File: config.mk
export PLATFORM = sky130hd
export DESIGN_NAME = ccs_top
export DESIGN_NICKNAME = d
export VERILOG_FILES = /design/src/ccs_pkg.sv /design/src/ccs_stab_if.sv /design/src/ccs_clk_route.sv /design/src/ccs_stab_counter.sv /design/src/ccs_top.sv
export VERILOG_INCLUDE_DIRS = /design/src
export SDC_FILE = /design/constraint.sdc
export NUM_CORES = 1
export LEC_CHECK = 0
export BUFFER_PORTS_ARGS = -buffer_cell sky130_fd_sc_hd__buf_2
export CELL_PAD_IN_SITES_DETAIL_PLACEMENT = 1
export CELL_PAD_IN_SITES_GLOBAL_PLACEMENT = 2
export CORE_ASPECT_RATIO = 2
export CORE_MARGIN = 5
export CORE_UTILIZATION = 33
export CTS_CLUSTER_SIZE = 25
export DETAILED_ROUTE_END_ITERATION = 10
export MAX_ROUTING_LAYER = met4
export PLACE_DENSITY = 0.85
export SYNTH_ARGS = -nofsm -noshare
export SYNTH_HDL_FRONTEND = slang
export SYNTH_SLANG_ARGS = --single-unit
File: constraint.sdc
create_clock -name clk -period 3.2 [get_ports clk]
set_clock_uncertainty 0.1 [all_clocks]
set_input_delay 0.64 -clock clk [delete_from_list [all_inputs] [get_ports clk]]
set_output_delay 0.64 -clock clk [all_outputs]
set_load 0.1 [all_outputs]
File: src/ccs_regs.svh
// Register offsets, field positions, reset values and timing counts
// Assumes byte-wide register port with byte addresses
`ifndef CCS_REGS_SVH
`define CCS_REGS_SVH

// ****************************************************************
// Register offsets
// ****************************************************************
`define CCS_ADDR_MCM      8'h00
`define CCS_ADDR_STSEL    8'h04
`define CCS_ADDR_STSTAT   8'h08
`define CCS_ADDR_PCTL     8'h0C
`define CCS_ADDR_OSC      8'h10

// ****************************************************************
// Field positions
// ****************************************************************
`define CCS_MCM_SYS_BIT   0
`define CCS_MCM_SRC_BIT   1
`define CCS_MCM_LOCK_BIT  7
`define CCS_PCTL_STOP_BIT 0
`define CCS_PCTL_INIT_BIT 1
`define CCS_PCTL_H1_LO    2
`define CCS_PCTL_H1_HI    3
`define CCS_PCTL_EXT_BIT  4
`define CCS_PCTL_TM0_BIT  5
`define CCS_PCTL_HOLD_BIT 6
`define CCS_OSC_EN_BIT    0
`define CCS_OSC_PRES_BIT  1
`define CCS_OSC_DONE_BIT  2

// ****************************************************************
// Reset values and counts
// ****************************************************************
`define CCS_MCM_RST       8'h00
`define CCS_STSEL_RST     3'h4
`define CCS_STSEL_MAX     3'h4
`define CCS_NSTAT         5
`define CCS_STAB_EXP0     11
`define CCS_LS_DIV_W      9

`endif

File: src/ccs_pkg.sv
// Types shared by the clock source and stabilization block
// Assumes ccs_regs.svh supplies the counts
`include "ccs_regs.svh"

package ccs_pkg;

  typedef logic [7:0]              ccs_addr_t;
  typedef logic [7:0]              ccs_data_t;
  typedef logic [2:0]              ccs_stsel_t;
  typedef logic [`CCS_NSTAT-1:0]   ccs_stat_t;

  typedef enum logic [1:0] {
    CCS_H1_PERIPH  = 2'b00,
    CCS_H1_LOW     = 2'b01,
    CCS_H1_LOW_D8  = 2'b10,
    CCS_H1_LOW_D512 = 2'b11
  } ccs_h1_sel_t;

  typedef enum logic [1:0] {
    CCS_ST_IDLE  = 2'b00,
    CCS_ST_COUNT = 2'b01,
    CCS_ST_DONE  = 2'b10
  } ccs_state_t;

endpackage : ccs_pkg

File: src/ccs_stab_if.sv
// Link between the register front end and the stabilization counter
// Assumes both ends share clk
`timescale 1ns/10ps

interface ccs_stab_if;
  import ccs_pkg::*;
  logic       restart;
  logic       osc_present;
  ccs_stsel_t sel;
  ccs_stat_t  status;
  logic       done;

  modport ctrl (output restart, output osc_present, output sel, input status, input done);
  modport cnt  (input restart, input osc_present, input sel, output status, output done);
endinterface : ccs_stab_if

File: src/ccs_clk_route.sv
// Routing of clock enable pulses to the watchdog, timer H1 and peripherals
// Assumes every tick input is a one-cycle pulse on clk
`timescale 1ns/10ps

module ccs_clk_route (
  // Clock and reset
  input  wire logic        clk,
  input  wire logic        reset,
  // Source ticks
  input  wire logic        low_tick,
  input  wire logic        periph_tick,
  input  wire logic        ext_tick,
  input  wire logic        tm0_edge,
  // Selects
  input  wire logic        periph_stop,
  input  ccs_pkg::ccs_h1_sel_t h1_sel,
  input  wire logic        ext_sel,
  input  wire logic        tm0_ext_sel,
  // Enables out
  output logic             wdt_en_r,
  output logic             h1_en_r,
  output logic             periph_en_r,
  output logic             ext_en_r,
  output logic             tm0_en_r
);
  import ccs_pkg::*;

  logic [`CCS_LS_DIV_W-1:0] div_r, div_nxt;
  logic wdt_nxt, h1_nxt, per_nxt, ext_nxt, tm0_nxt;
  logic per_run;

  always_comb begin
    div_nxt = low_tick ? div_r + 1'b1 : div_r;
    per_run = periph_tick && !periph_stop;
    per_nxt = per_run;
    // Watchdog never follows the main or peripheral selects
    wdt_nxt = low_tick;
    unique case (h1_sel)
      CCS_H1_PERIPH:   h1_nxt = per_run;
      CCS_H1_LOW:      h1_nxt = low_tick;
      CCS_H1_LOW_D8:   h1_nxt = low_tick && (div_r[2:0] == 3'h7);
      CCS_H1_LOW_D512: h1_nxt = low_tick && (&div_r);
    endcase
    ext_nxt = ext_sel ? ext_tick : per_run;
    // Timer zero edges are sampled on the peripheral clock, so they stop with it
    tm0_nxt = tm0_ext_sel ? (tm0_edge && per_run) : per_run;
  end

  always_ff @(posedge clk) begin
    if (reset) begin
      div_r       <= '0;
      wdt_en_r    <= 1'b0;
      h1_en_r     <= 1'b0;
      periph_en_r <= 1'b0;
      ext_en_r    <= 1'b0;
      tm0_en_r    <= 1'b0;
    end else begin
      div_r       <= div_nxt;
      wdt_en_r    <= wdt_nxt;
      h1_en_r     <= h1_nxt;
      periph_en_r <= per_nxt;
      ext_en_r    <= ext_nxt;
      tm0_en_r    <= tm0_nxt;
    end
  end

  wdt_follows_a: assert property (@(posedge clk) disable iff (reset)
    wdt_en_r == $past(low_tick)) else $error("watchdog enable not from low-speed tick");
  h1_low_a: assert property (@(posedge clk) disable iff (reset)
    $past(h1_sel) == CCS_H1_LOW |-> h1_en_r == $past(low_tick)) else $error("timer H1 not on low-speed clock");
  ext_src_a: assert property (@(posedge clk) disable iff (reset)
    $past(ext_sel) |-> ext_en_r == $past(ext_tick)) else $error("external clock not routed");
  stop_quiet_a: assert property (@(posedge clk) disable iff (reset)
    $past(periph_stop) |-> !periph_en_r && !tm0_en_r) else $error("peripheral clock ran while stopped");
  d512_c: cover property (@(posedge clk) disable iff (reset) h1_sel == CCS_H1_LOW_D512 ##1 h1_en_r);
endmodule : ccs_clk_route

File: src/ccs_stab_counter.sv
// Oscillation stabilization counter with sticky status bits
// Assumes sel is held steady while a wait runs
`timescale 1ns/10ps

module ccs_stab_counter #(
  parameter int STAB_EXP0 = `CCS_STAB_EXP0
) (
  // Clock and reset
  input wire logic clk,
  input wire logic reset,
  // Control side
  ccs_stab_if.cnt  sif
);
  import ccs_pkg::*;

  localparam int CNT_W = STAB_EXP0 + `CCS_NSTAT;

  ccs_state_t       state_r, state_nxt;
  logic [CNT_W-1:0] cnt_r,   cnt_nxt;
  ccs_stat_t        stat_r,  stat_nxt;
  logic             done_r,  done_nxt;
  ccs_stsel_t       sel_c;

  function automatic logic [CNT_W-1:0] thr(input int idx);
    thr = {{(CNT_W-1){1'b0}}, 1'b1} << (STAB_EXP0 + idx);
  endfunction : thr

  // ****************************************************************
  // Counter
  // ****************************************************************
  always_comb begin
    sel_c     = (sif.sel > `CCS_STSEL_MAX) ? `CCS_STSEL_MAX : sif.sel;
    state_nxt = state_r;
    cnt_nxt   = cnt_r;
    stat_nxt  = stat_r;
    if (sif.restart) begin
      state_nxt = CCS_ST_COUNT;
      cnt_nxt   = '0;
      stat_nxt  = '0;
    end else begin
      unique case (state_r)
        CCS_ST_IDLE: begin
        end
        CCS_ST_COUNT: begin
          // No oscillation, no count: start-up time is excluded
          if (sif.osc_present) begin
            cnt_nxt = cnt_r + 1'b1;
            for (int i = 0; i < `CCS_NSTAT; i++) begin
              if (i <= int'(sel_c) && cnt_nxt == thr(i)) begin
                stat_nxt[i] = 1'b1;
              end
            end
            if (cnt_nxt == thr(int'(sel_c))) begin
              state_nxt = CCS_ST_DONE;
            end
          end
        end
        CCS_ST_DONE: begin
        end
        default: state_nxt = CCS_ST_IDLE;
      endcase
    end
    done_nxt = (state_nxt == CCS_ST_DONE);
  end

  always_ff @(posedge clk) begin
    if (reset) begin
      state_r <= CCS_ST_IDLE;
      cnt_r   <= '0;
      stat_r  <= '0;
      done_r  <= 1'b0;
    end else begin
      state_r <= state_nxt;
      cnt_r   <= cnt_nxt;
      stat_r  <= stat_nxt;
      done_r  <= done_nxt;
    end
  end

  assign sif.status = stat_r;
  assign sif.done   = done_r;

  // ****************************************************************
  // Checks
  // ****************************************************************
  restart_clears_a: assert property (@(posedge clk) disable iff (reset)
    sif.restart |=> (stat_r == '0) && (cnt_r == '0)) else $error("restart did not clear");
  status_sticky_a: assert property (@(posedge clk) disable iff (reset)
    (stat_r != '0) && !sif.restart |=> (stat_r & $past(stat_r)) == $past(stat_r))
    else $error("status bit dropped");
  status_order_a: assert property (@(posedge clk) disable iff (reset)
    ((stat_r + 1'b1) & stat_r) == '0) else $error("status bits out of order");
  no_osc_hold_a: assert property (@(posedge clk) disable iff (reset)
    !sif.osc_present && !sif.restart |=> cnt_r == $past(cnt_r)) else $error("counted without oscillation");
  done_stops_a: assert property (@(posedge clk) disable iff (reset)
    done_r && !sif.restart |=> done_r && cnt_r == $past(cnt_r)) else $error("counter ran past chosen time");
  first_bit_a: assert property (@(posedge clk) disable iff (reset)
    state_r == CCS_ST_COUNT && sif.osc_present && !sif.restart && cnt_r == thr(0) - 1'b1
    |=> stat_r[0]) else $error("first status bit late");
  wait_done_c: cover property (@(posedge clk) disable iff (reset) sif.restart ##[1:1000] done_r);
endmodule : ccs_stab_counter

File: src/ccs_top.sv
// Clock source select, clock routing and oscillation stabilization status
// Assumes a one-cycle register port and tick pulses synchronous to clk
//
// Functional notes
// - Stopped peripheral clock holds peripherals; reinit releases
// - Main source select changes once per reset
// - Watchdog always runs on low-speed clock
// - Timer H1 low-speed selections bypass peripheral clock
// - External-clocked peripherals bypass; timer zero input excepted
// - Status bits set in order, stay set
// - Counter stops at selected time, status limited
// - Wait counts only while oscillation present
`timescale 1ns/10ps

module ccs_top #(
  parameter int STAB_EXP0 = `CCS_STAB_EXP0
) (
  // Clock and reset
  input  wire logic              clk,
  input  wire logic              reset,
  // Register port
  input  ccs_pkg::ccs_addr_t     reg_addr,
  input  ccs_pkg::ccs_data_t     reg_wdata,
  input  wire logic              reg_wr,
  input  wire logic              reg_rd,
  output ccs_pkg::ccs_data_t     reg_rdata,
  // Oscillator and power state
  input  wire logic              osc_present,
  input  wire logic              stop_release,
  output logic                   osc_enable,
  output logic                   main_clock_source_select,
  output logic                   main_system_clock_select,
  output ccs_pkg::ccs_stat_t     stab_status,
  output logic                   stab_done,
  // Source ticks
  input  wire logic              low_tick,
  input  wire logic              periph_tick,
  input  wire logic              ext_tick,
  input  wire logic              tm0_edge,
  // Routed enables and peripheral hold
  output logic                   wdt_clk_en,
  output logic                   h1_clk_en,
  output logic                   peripheral_hw_clock,
  output logic                   ext_periph_clk_en,
  output logic                   tm0_clk_en,
  output logic                   periph_hold
);
  import ccs_pkg::*;

  // ****************************************************************
  // Register state
  // ****************************************************************
  logic        sys_sel_r,  sys_sel_nxt;
  logic        src_sel_r,  src_sel_nxt;
  logic        src_lock_r, src_lock_nxt;
  ccs_stsel_t  stsel_r,    stsel_nxt;
  logic        pstop_r,    pstop_nxt;
  logic        hold_r,     hold_nxt;
  ccs_h1_sel_t h1_sel_r,   h1_sel_nxt;
  logic        ext_sel_r,  ext_sel_nxt;
  logic        tm0_sel_r,  tm0_sel_nxt;
  logic        osc_en_r,   osc_en_nxt;
  logic        restart_r,  restart_nxt;
  ccs_data_t   rdata_r,    rdata_nxt;
  logic        wr_mcm, wr_pctl, wr_osc, wr_stsel;

  ccs_stab_if sif ();

  function automatic logic hit(input ccs_addr_t a, input ccs_addr_t ofs);
    hit = (a == ofs);
  endfunction : hit

  always_comb begin
    wr_mcm   = reg_wr && hit(reg_addr, `CCS_ADDR_MCM);
    wr_stsel = reg_wr && hit(reg_addr, `CCS_ADDR_STSEL);
    wr_pctl  = reg_wr && hit(reg_addr, `CCS_ADDR_PCTL);
    wr_osc   = reg_wr && hit(reg_addr, `CCS_ADDR_OSC);

    sys_sel_nxt  = sys_sel_r;
    src_sel_nxt  = src_sel_r;
    src_lock_nxt = src_lock_r;
    stsel_nxt    = stsel_r;
    pstop_nxt    = pstop_r;
    hold_nxt     = hold_r;
    h1_sel_nxt   = h1_sel_r;
    ext_sel_nxt  = ext_sel_r;
    tm0_sel_nxt  = tm0_sel_r;
    osc_en_nxt   = osc_en_r;

    if (wr_mcm) begin
      sys_sel_nxt = reg_wdata[`CCS_MCM_SYS_BIT];
      // Only the first real change sticks; later writes are dropped silently
      if (!src_lock_r && reg_wdata[`CCS_MCM_SRC_BIT] != src_sel_r) begin
        src_sel_nxt  = reg_wdata[`CCS_MCM_SRC_BIT];
        src_lock_nxt = 1'b1;
      end
    end
    if (wr_stsel) begin
      stsel_nxt = reg_wdata[2:0];
    end
    if (wr_pctl) begin
      pstop_nxt   = reg_wdata[`CCS_PCTL_STOP_BIT];
      h1_sel_nxt  = ccs_h1_sel_t'(reg_wdata[`CCS_PCTL_H1_HI:`CCS_PCTL_H1_LO]);
      ext_sel_nxt = reg_wdata[`CCS_PCTL_EXT_BIT];
      tm0_sel_nxt = reg_wdata[`CCS_PCTL_TM0_BIT];
    end
    // Hold survives a restarted clock until software reinitializes
    if (pstop_nxt) begin
      hold_nxt = 1'b1;
    end else if (wr_pctl && reg_wdata[`CCS_PCTL_INIT_BIT]) begin
      hold_nxt = 1'b0;
    end
    if (wr_osc) begin
      osc_en_nxt = reg_wdata[`CCS_OSC_EN_BIT];
    end
    restart_nxt = (osc_en_nxt && !osc_en_r) || stop_release;

    rdata_nxt = 8'h00;
    if (reg_rd) begin
      if (hit(reg_addr, `CCS_ADDR_MCM)) begin
        rdata_nxt[`CCS_MCM_SYS_BIT]  = sys_sel_r;
        rdata_nxt[`CCS_MCM_SRC_BIT]  = src_sel_r;
        rdata_nxt[`CCS_MCM_LOCK_BIT] = src_lock_r;
      end else if (hit(reg_addr, `CCS_ADDR_STSEL)) begin
        rdata_nxt[2:0] = stsel_r;
      end else if (hit(reg_addr, `CCS_ADDR_STSTAT)) begin
        rdata_nxt[`CCS_NSTAT-1:0] = sif.status;
      end else if (hit(reg_addr, `CCS_ADDR_PCTL)) begin
        rdata_nxt[`CCS_PCTL_STOP_BIT]                  = pstop_r;
        rdata_nxt[`CCS_PCTL_H1_HI:`CCS_PCTL_H1_LO]     = h1_sel_r;
        rdata_nxt[`CCS_PCTL_EXT_BIT]                   = ext_sel_r;
        rdata_nxt[`CCS_PCTL_TM0_BIT]                   = tm0_sel_r;
        rdata_nxt[`CCS_PCTL_HOLD_BIT]                  = hold_r;
      end else if (hit(reg_addr, `CCS_ADDR_OSC)) begin
        rdata_nxt[`CCS_OSC_EN_BIT]   = osc_en_r;
        rdata_nxt[`CCS_OSC_PRES_BIT] = osc_present;
        rdata_nxt[`CCS_OSC_DONE_BIT] = sif.done;
      end
    end
  end

  always_ff @(posedge clk) begin
    if (reset) begin
      sys_sel_r  <= 1'((`CCS_MCM_RST >> `CCS_MCM_SYS_BIT) & 8'h01);
      src_sel_r  <= 1'b0;
      src_lock_r <= 1'b0;
      stsel_r    <= `CCS_STSEL_RST;
      pstop_r    <= 1'b0;
      hold_r     <= 1'b0;
      h1_sel_r   <= CCS_H1_PERIPH;
      ext_sel_r  <= 1'b0;
      tm0_sel_r  <= 1'b0;
      osc_en_r   <= 1'b0;
      restart_r  <= 1'b0;
      rdata_r    <= 8'h00;
    end else begin
      sys_sel_r  <= sys_sel_nxt;
      src_sel_r  <= src_sel_nxt;
      src_lock_r <= src_lock_nxt;
      stsel_r    <= stsel_nxt;
      pstop_r    <= pstop_nxt;
      hold_r     <= hold_nxt;
      h1_sel_r   <= h1_sel_nxt;
      ext_sel_r  <= ext_sel_nxt;
      tm0_sel_r  <= tm0_sel_nxt;
      osc_en_r   <= osc_en_nxt;
      restart_r  <= restart_nxt;
      rdata_r    <= rdata_nxt;
    end
  end

  // ****************************************************************
  // Stabilization counter and clock routing
  // ****************************************************************
  // Software must keep the time select steady during a wait
  assign sif.restart     = restart_r;
  assign sif.osc_present = osc_present;
  assign sif.sel         = stsel_r;

  ccs_stab_counter #(
    .STAB_EXP0 (STAB_EXP0)
  ) u_stab (
    .clk   (clk),
    .reset (reset),
    .sif   (sif.cnt)
  );

  ccs_clk_route u_route (
    .clk         (clk),
    .reset       (reset),
    .low_tick    (low_tick),
    .periph_tick (periph_tick),
    .ext_tick    (ext_tick),
    .tm0_edge    (tm0_edge),
    .periph_stop (pstop_r),
    .h1_sel      (h1_sel_r),
    .ext_sel     (ext_sel_r),
    .tm0_ext_sel (tm0_sel_r),
    .wdt_en_r    (wdt_clk_en),
    .h1_en_r     (h1_clk_en),
    .periph_en_r (peripheral_hw_clock),
    .ext_en_r    (ext_periph_clk_en),
    .tm0_en_r    (tm0_clk_en)
  );

  assign reg_rdata                = rdata_r;
  assign osc_enable               = osc_en_r;
  assign main_clock_source_select = src_sel_r;
  assign main_system_clock_select = sys_sel_r;
  assign stab_status              = sif.status;
  assign stab_done                = sif.done;
  assign periph_hold              = hold_r;

  // ****************************************************************
  // Checks
  // ****************************************************************
  src_locked_a: assert property (@(posedge clk) disable iff (reset)
    src_lock_r |=> src_sel_r == $past(src_sel_r)) else $error("source select changed twice");
  src_first_a: assert property (@(posedge clk) disable iff (reset)
    !src_lock_r && wr_mcm && reg_wdata[`CCS_MCM_SRC_BIT] != src_sel_r
    |=> src_lock_r && src_sel_r == $past(reg_wdata[`CCS_MCM_SRC_BIT])) else $error("first change lost");
  hold_stop_a: assert property (@(posedge clk) disable iff (reset)
    pstop_r |-> hold_r) else $error("peripheral not held while clock stopped");
  hold_release_a: assert property (@(posedge clk) disable iff (reset)
    hold_r && !pstop_r && !(wr_pctl && reg_wdata[`CCS_PCTL_INIT_BIT]) |=> hold_r)
    else $error("hold released without reinit");
  release_restart_a: assert property (@(posedge clk) disable iff (reset)
    stop_release |=> restart_r ##1 stab_status == '0) else $error("STOP release did not restart");
  // Only newly set bits are limited; old bits stay until the next restart
  status_limit_a: assert property (@(posedge clk) disable iff (reset)
    ((stab_status & ~$past(stab_status)) >> ({1'b0, stsel_r} + 4'h1)) == '0)
    else $error("status beyond selected time");
  read_lat_a: assert property (@(posedge clk) disable iff (reset)
    !reg_rd |=> reg_rdata == 8'h00) else $error("read data outside read cycle");
  lock_c:    cover property (@(posedge clk) disable iff (reset) src_lock_r && wr_mcm);
  reinit_c:  cover property (@(posedge clk) disable iff (reset) $fell(hold_r));
  release_c: cover property (@(posedge clk) disable iff (reset) stop_release ##[1:100] stab_status[0]);
endmodule : ccs_top

Word-level counts from Yosys, hierarchy flattened
Index checks and enable logic that the tools add are counted.
{ "word_totals": {"wordCells": 118, "mem_count": 0, "mem_bits_rw": 0, "romBits": 0, "out_inout_bits": 23, "latchBits": 0, "regBits": 60} }
{ "classes": {"eq_ne": 18, "div": 0, "mul": 0, "n_bitwise": 3, "shift": 1, "addsub": 3, "reduce_logical": 38, "n_lt_le_gt_ge": 5, "n_mux": 20} }
{ "ops": {"columns": ["op", "n"], "rows": [
  ["<< shifter 1 x 32 -> 16 bit, first input constant", 1],
  ["adder 16 x 1 -> 16 bit, second input constant", 1],
  ["== test 16 x 12 -> 1 bit, second input constant", 1],
  ["== test 16 x 13 -> 1 bit, second input constant", 1],
  ["== test 16 x 14 -> 1 bit, second input constant", 1],
  ["== test 16 x 15 -> 1 bit, second input constant", 1],
  ["== test 16 bit", 1],
  ["== test 16 bit, second input constant", 1],
  ["== test 8 x 4 -> 1 bit, second input constant", 2],
  ["logical AND 1 bit", 15],
  ["AND reduction 3 bit", 5],
  ["two-way mux 2 bit", 5],
  ["adder 9 x 1 -> 9 bit, second input constant", 1],
  ["two-way mux 1 bit", 9],
  ["two-way mux 3 bit", 3],
  ["AND reduction 9 bit", 1],
  ["== test 2 bit, second input constant", 4],
  ["== test 8 x 3 -> 1 bit, second input constant", 1],
  ["== test 8 x 5 -> 1 bit, second input constant", 1],
  ["zero test 8 bit", 1],
  ["<= comparator 2 x 3 -> 1 bit, first input constant", 2],
  ["OR reduction 2 bit", 3],
  ["OR reduction 3 bit", 2],
  ["OR reduction 6 bit", 1],
  ["17 further kinds", 24]
]} }

Depth between registers and ports, before layout
Gate-level depths: netlist of run 1.
{ "logic_depth": {"depth_word": 10, "ltp_mapped": 10} }

By module
A second synthesis of run 1 with hierarchy kept.
{ "unflattened": {"hier_cells": 364, "hier_area_um2": 3201.8} }
{ "modules_own_cells": {"columns": ["mod", "cells_per_inst", "instances", "area_per_inst_um2"], "rows": [
  ["ccs_stab_counter", 198, 1, 1609.0],
  ["ccs_top", 104, 1, 1004.7],
  ["ccs_clk_route", 62, 1, 588.1]
]} }

Worst setup path after synthesis of run 1
OpenSTA, ideal clock, no wires.
{ "synth_timing": {"path_type": "register -> register", "startpoint": "register stsel_r[0] (netlist: sif.sel[0])", "endpoint": "register u_stab.state_r[0]", "required_time_ns": 2.960, "synth_period_minus_slack_ns": 2.462, "setup_ns": 0.140, "path_stages_with_launch": 9, "slack_ns": 0.738, "arrival_ns": 2.222, "path_cell_list": "dfxtp_1 > clkbuf_1 > nor2_1 > nor2_1 > ha_1 > or4_1 > o22a_1 > a2111oi_2 > o22ai_1"} }
{ "synth_between": {"elab_chain_len": 9} }
{ "synth_rtl": {"columns": ["item", "line_no", "source"], "rows": [
  ["start, declared", "ccs_top.sv:56", "ccs_stsel_t stsel_r, stsel_nxt;"],
  ["start signal, assigned", "ccs_top.sv:147", "stsel_r <= `CCS_STSEL_RST;"],
  ["start signal, assigned", "ccs_top.sv:160", "stsel_r <= stsel_nxt;"],
  ["> comparator 3 bit (no line)", null, null],
  ["two-way mux 3 bit *", "ccs_stab_counter.sv:32", "sel_c = (sif.sel > `CCS_STSEL_MAX) ? `CCS_STSEL_MAX : sif.sel;"],
  ["adder 4 x 3 -> 5 bit *", "ccs_stab_counter.sv:25", "thr = {{(CNT_W-1){1'b0}}, 1'b1} << (STAB_EXP0 + idx);"],
  ["<< shifter 1 x 32 -> 16 bit *", "ccs_stab_counter.sv:25", null],
  ["== test 16 bit *", "ccs_stab_counter.sv:53", "if (cnt_nxt == thr(int'(sel_c))) begin"],
  ["two-way mux 2 bit *", "ccs_stab_counter.sv:53", null],
  ["two-way mux 2 bit *", "ccs_stab_counter.sv:46", "if (sif.osc_present) begin"],
  ["case mux 2 bit (2 select lines) *", "ccs_stab_counter.sv:41", "unique case (state_r)"],
  ["two-way mux 2 bit *", "ccs_stab_counter.sv:36", "if (sif.restart) begin"],
  ["end signal, assigned", "ccs_stab_counter.sv:73", "state_r <= state_nxt;"],
  ["end, declared", "ccs_stab_counter.sv:18", "ccs_state_t state_r, state_nxt;"]
]} }
Every way passes the cells marked *; elsewhere a longest branch is shown, timed or not.
A chain may end at the register's enable or synchronous reset.

Final worst setup path of run 1
{ "layout_timing": {"startpoint": "register u_stab.cnt_r[0]", "endpoint": "register u_stab.state_r[0]"} }
{ "layout_between": {"elab_chain_len": 6} }
{ "layout_rtl": {"columns": ["item", "line_no", "source"], "rows": [
  ["start, declared", "ccs_stab_counter.sv:19", "logic [CNT_W-1:0] cnt_r, cnt_nxt;"],
  ["start signal, assigned", "ccs_stab_counter.sv:74", "cnt_r <= cnt_nxt;"],
  ["adder 16 x 1 -> 16 bit", "ccs_stab_counter.sv:47", "cnt_nxt = cnt_r + 1'b1;"],
  ["== test 16 bit", "ccs_stab_counter.sv:53", null],
  ["two-way mux 2 bit", "ccs_stab_counter.sv:53", null],
  ["two-way mux 2 bit", "ccs_stab_counter.sv:46", null],
  ["case mux 2 bit (2 select lines)", "ccs_stab_counter.sv:41", null],
  ["two-way mux 2 bit", "ccs_stab_counter.sv:36", null]
]} }
Every way passes these cells.

==> impl_metrics.ini, run 1 <==
[synth]
synth_common_cells = 60 x dfxtp_1, 43 x nor2_1, 30 x nand2_1
ys_top_cells_by_area = dfxtp_1 41%, nor2_1 5.5%, mux2i_1 4.8%
postSynthAreaPerCell_um2 = 8.50
netlist_instances = 345
synth-edff-count = 0
yosys_most_used_dff = dfxtp_1
synth_top_cell_by_area = dfxtp_1
ys_seq_area_share_pct = 41.0
synth_top_area_share_pct = 41.0
ys_types = 52
yosysMostFrequentCell = dfxtp_1
ys_warn_count = 0
ys_ff_latch = 60
syn_nets = 377
async_flop_share_pct = 0
syn_area_mm2 = 0.00293

[timing]
period_minus_slack_ns = 2.77
worst_pin_slew_ns = 0.525
rsz0062_at_grt = no
fin_crit_sh_pct = 86.6
setup_ws_ns = 0.428
max_freq_mhz = 361
drv_slew = 0
hold_viol_final = 0
tns_ns = 0
setup_viol = 0
max_slew_margin_pct = 64.9

[grt]
gr-usage-all-layers_pct = 16.1
grt_pass1_wl_um = 13800
grt_max_degree = 35
gr-total-overflow = 0
grt_pass1_vias = 2814
antenna_found_initial = 0

[floorplanning]
start_util_pct = 33.9
die_area_mm2 = 0.0110
core_mm2 = 0.00865
die_y_um = 143
num_rows = 48
die_w_um = 76.7
ioPinCount = 49

[clocking]
ctsRootBufferMaster = clkbuf_16
cts_tree = built
h-tree-depth = 3
holdBufCountCts = 0
insertion_delay_ns = 0.33
cts_resized = 0
cts.sinks = 60
clk_pin_slew_ns = 0.05
numCtsBuffers = 9
post_cts_buffers = 0
clk_path_buf_depth = 2

[critical_path]
max_stage_delay_ns = 0.55
regToRegStartpoint = u_stab.cnt_r[0]
crit_start = u_stab.cnt_r[0]
worst_r2r_path_depth = 8
cp.arrival_ns = 2.85
slowest_stage = a2111oi_2
endpoint_kind = flop
cp_cell_sequence = ha_1 -> nand4_1 -> nor4_1 -> xnor2_1 -> mux2i_1 -> mux2i_1 -> a2111oi_2 -> o22ai_1
worstPathRequired_ns = 3.28
crit_top_cell = mux2i_1
worstPathMaxFanout = 5
startpoint_type = flop
critPathKind = flop to flop

[routing]
drc = 0
viasPerCell = 5.48
initialDrtViolationCount = 124
ant_nets = 0
detail_route.wl_per_cell_um = 16.6
vias = 2686
wl_um = 8130
first_pass_iters = 5

[pwr]
p_total_uw = 1840
p_switching_uw = 414
p_leak_uw = 0.00141
p_int_uw = 1430
combPwrFrac_pct = 5.4
peakVddDrop_uv = 308
power_frac_clock_pct = 53.1
netSwitchingFraction_pct = 22.5
seqPwrFrac_pct = 41.4
power_density_mw_per_mm2 = 522

[placed_design]
place_hpwl_um = 6420
gp_congestion = 0.815
port_buffers = 46
place_ws_ns = 0.365

[hold_path]
hp-class = flop to flop
min_path_cells = 2
hold_path.startpoint = u_route.div_r[6]

[layout]
antennaDiodeCount = 0
syn2layout_area_growth_pct = 20.3
post-route-util_pct = 40.8
multi_input_area_mm2 = 0.00163
regArea_mm2 = 0.00120
fill_cells = 1045
drive_above_1_share_pct = 19.5
final_nets = 417

[outcome]
outcome = complete, no violations

[flow_run]
max-cap-violations = 0
## path summary, 6_finish.rpt
path                       end  slack [ns]
max          u_stab.state_r[0]        0.43
min           u_route.div_r[6]        0.39
max reg2reg  u_stab.state_r[0]        0.43
min reg2reg   u_route.div_r[6]        0.39
## logic make-up after synthesis
| logic type | Yosys count | synth area share [%] |
|---|---|---|
| fa+ha+maj | 6 | 2.56 |
| flops | 60 | 41.0 |
| simple gates | 162 | 29.3 |
| buf+inv | 24 | 3.54 |
| xor+xnor | 17 | 5.08 |
| mux | 17 | 5.93 |
| compound gates | 59 | 12.7 |
## area by class of cell
type | count | share of cell area (%)
inverters | 3 | 0.319
clock inverters | 4 | 1.35
well taps | 100 | 3.54
clock buffers | 12 | 7.27
flip-flops and latches | 60 | 34.0
repair buffers | 50 | 7.37
multi-input cells | 261 | 46.1
## through the flow
| stage | cells | instance area, um^2 | hold slack, ns |
|---|---|---|---|
| after global placement | 474 | 3230 | 0.375 |
| final | 490 | 3530 | 0.391 |
| after floorplan | 345 | 2930 | 0.357 |
| after detailed placement | 474 | 3230 | 0.387 |
| after global routing | 490 | 3530 | 0.412 |
| after CTS | 490 | 3530 | 0.394 |
## registers in the layout, indices dropped and copies added, names as in the netlist, 2 cells and up
register / cells
u_stab.cnt_r: 16
u_route.div_r: 9
reg_rdata: 8
u_stab.sif.status: 5
sif.sel: 3
h1_sel_r: 2
u_stab.state_r: 2
## metal layers
layer  share of wire, %  global-route usage, %
met5                  0                      -
met4                3.4                   7.74
met3                3.5                   4.08
met2                 58                   30.2
met1                 35                   14.9
## worst max-delay path, delay by kind of cell, from the launching register on
kind	cells	cell delay, ns
flops	1	0.40
fa+ha+maj	1	0.21
xor+xnor	1	0.27
mux	2	0.33
simple gates	2	0.59
compound gates	2	0.72
## power by group through the flow
stage / logic, uW / registers [uW] / clock network (uW)
after floorplan: 41.4 / 803 / 0
after global placement: 98.5 / 779 / 0
after detailed placement: 102 / 779 / 0
after CTS: 102 / 764 / 1010
after global routing: 108 / 764 / 1050
final: 99.7 / 764 / 979
## cells in the final DEF (no fill, tap or decap), types with 11 or more instances in the layout
cell     synthesis  routed
or3_1           11      11
nand3_1         13      13
a21oi_1         22      22
buf_2            2      46
mux2i_1         14      14
nand2_1         30      30
dfxtp_1         60      60
o21ai_0         18      18
nor2_1          43      43
xor2_1          13      13
nand4_1         11      11
Power figures use the tool's default switching activity.
==> inputs of run 2 (changes only) <==
==> constraint.sdc (replaced) <==
create_clock -name clk -period 3.2 [get_ports clk]
set_clock_uncertainty 0.1 [all_clocks]
set_input_delay 0.16 -clock clk [delete_from_list [all_inputs] [get_ports clk]]
set_output_delay 0.16 -clock clk [all_outputs]
set_load 0.1 [all_outputs]
==> impl_metrics.ini, run 2 (synthesis gave the netlist of run 1 again) <==
[outcome]
outcome = complete, no violations

[floorplanning]
ioPinCount = 49
core_mm2 = 0.00865
start_util_pct = 33.9
die_w_um = 76.7
die_y_um = 143
num_rows = 48
die_area_mm2 = 0.0110

[pwr]
peakVddDrop_uv = 230
p_total_uw = 1980
netSwitchingFraction_pct = 20.8
seqPwrFrac_pct = 38.7
combPwrFrac_pct = 5.3
power_frac_clock_pct = 56.1
power_density_mw_per_mm2 = 545
p_int_uw = 1560
p_leak_uw = 0.00146
p_switching_uw = 411

[layout]
fill_cells = 1041
largest_reg_flops = 16
final_nets = 423
layout_commonest_cell = dfxtp_1
multi_input_area_mm2 = 0.00163
final_cell_mix = 60 x dfxtp_1, 46 x buf_2, 43 x nor2_1, 30 x nand2_1, 22 x a21oi_1
largest_register = u_stab.cnt_r
design_area_mm2 = 0.00363
regArea_mm2 = 0.00120
antennaDiodeCount = 0
drive_above_1_share_pct = 19.0
syn2layout_area_growth_pct = 23.7
instances_no_fill = 495

[timing]
worst_pin_slew_ns = 0.624
max_freq_mhz = 356
setup_viol = 0
fin_crit_sh_pct = 87.7
period_minus_slack_ns = 2.81
tns_ns = 0
rsz0062_at_grt = no
setup_ws_ns = 0.394
drv_slew = 0
max_slew_margin_pct = 58.4
hold_viol_final = 0

[routing]
viasPerCell = 5.47
initialDrtViolationCount = 125
vias = 2710
ant_nets = 0
drc = 0
detail_route.wl_per_cell_um = 17.0
wl_um = 8400
first_pass_iters = 4

[critical_path]
critPathKind = flop to flop
startpoint_type = flop
reg2reg_to = u_stab.state_r[0]
worstPathRequired_ns = 3.29
rrSetupSlack_ns = 0.39
regToRegStartpoint = u_stab.cnt_r[0]
cp.arrival_ns = 2.90
endpoint_kind = flop
worstPathMaxFanout = 6
worst_r2r_path_depth = 8

[placed_design]
place_ws_ns = 0.412
post_dp_cell_area_mm2 = 0.00322
placed_cells = 473
port_buffers = 46
gp_congestion = 0.805
place_hpwl_um = 6350

[clocking]
numCtsBuffers = 9
h-tree-depth = 3
cts_resized = 0
insertion_delay_ns = 0.33
ctsRootBufferMaster = clkbuf_16
clk_pin_slew_ns = 0.05
cts_tree = built
clk_path_buf_depth = 2
cts.sinks = 60

[hold_path]
hold_path.startpoint = reg_wdata[1]
min_path_cells = 2
min_to = periph_hold
hp-class = primary input to flop

[flow_run]
max-cap-violations = 0

[grt]
grt_pass1_wl_um = 13800
antenna_found_initial = 0
gr-usage-all-layers_pct = 16.3
grt_pass1_vias = 2814
grt_max_degree = 36
gr-total-overflow = 0
==> run 2: changes by cell type in the layout (fill, tap and decap cells not counted), sizes merged <==
cell	change
buf	-1
bufinv	+2
clkbuf	-2
clkinvlp	-1
dlygate4sd3	+7
==> run 2: worst max-delay path, stage by stage (launching register included) <==
cell and delay (ns):
dfxtp_1 0.41, ha_1 0.28, nand4_1 0.20, nor4_1 0.36, xnor2_1 0.28, mux2i_1 0.26, mux2i_1 0.13, a2111oi_2 0.49
o22ai_1 0.15
==> run 2: how the worst max path moves through the flow <==
stage,end,start
2_1_floorplan,u_stab.state_r[0],sif.sel[0]
3_3_place_gp,u_stab.state_r[0],u_stab.cnt_r[0]
3_5_place_dp,u_stab.state_r[0],u_stab.cnt_r[0]
4_1_cts,u_stab.state_r[0],u_stab.cnt_r[0]
5_1_grt,u_stab.state_r[0],u_stab.cnt_r[0]
6_report,u_stab.state_r[0],u_stab.cnt_r[0]
==> run 2: metal layers <==
| metal | vias up | track usage [%] | wire length, um |
|---|---|---|---|
| met1 | 1315 | 14.0 | 2910 |
| met4 | 0 | 6.91 | 218 |
| met2 | 57 | 32.0 | 4910 |
| li1 | 1321 | - | - |
| met3 | 17 | 4.33 | 358 |
| met5 | - | - | 0 |
==> run 2: power groups by stage <==
stage               logic, uW  clock network [uW]  registers (uW)
global route              114                1170             764
finish                    104                1110             764
detailed placement       99.3                   0             779
CTS                       106                1130             763
floorplan                41.4                   0             803
global placement         96.9                   0             778
==> run 2: area by class of cell <==
type	count	share of cell area, %
Sequential cell	60	33.1
Inverter	3	0.310
Timing Repair Buffer	56	8.90
Clock inverter	5	2.76
Tap cell	100	3.45
Multi-Input combinational cell	261	44.9
Clock buffer	10	6.59
==> run 2: through the flow <==
stage                     util [%]  hold slack (ns)
after floorplan                  -            0.173
after global placement        37.2            0.285
after detailed placement      37.2            0.300
after CTS                     41.9          0.00590
after global routing          41.9           0.0279
final                         41.9           0.0142
==> run 2: repair_timing <==
action | CTS | global route
hold endpoints to repair | 7 | 0
setup buffers | 0 | 0
hold buffers | 7 | 0
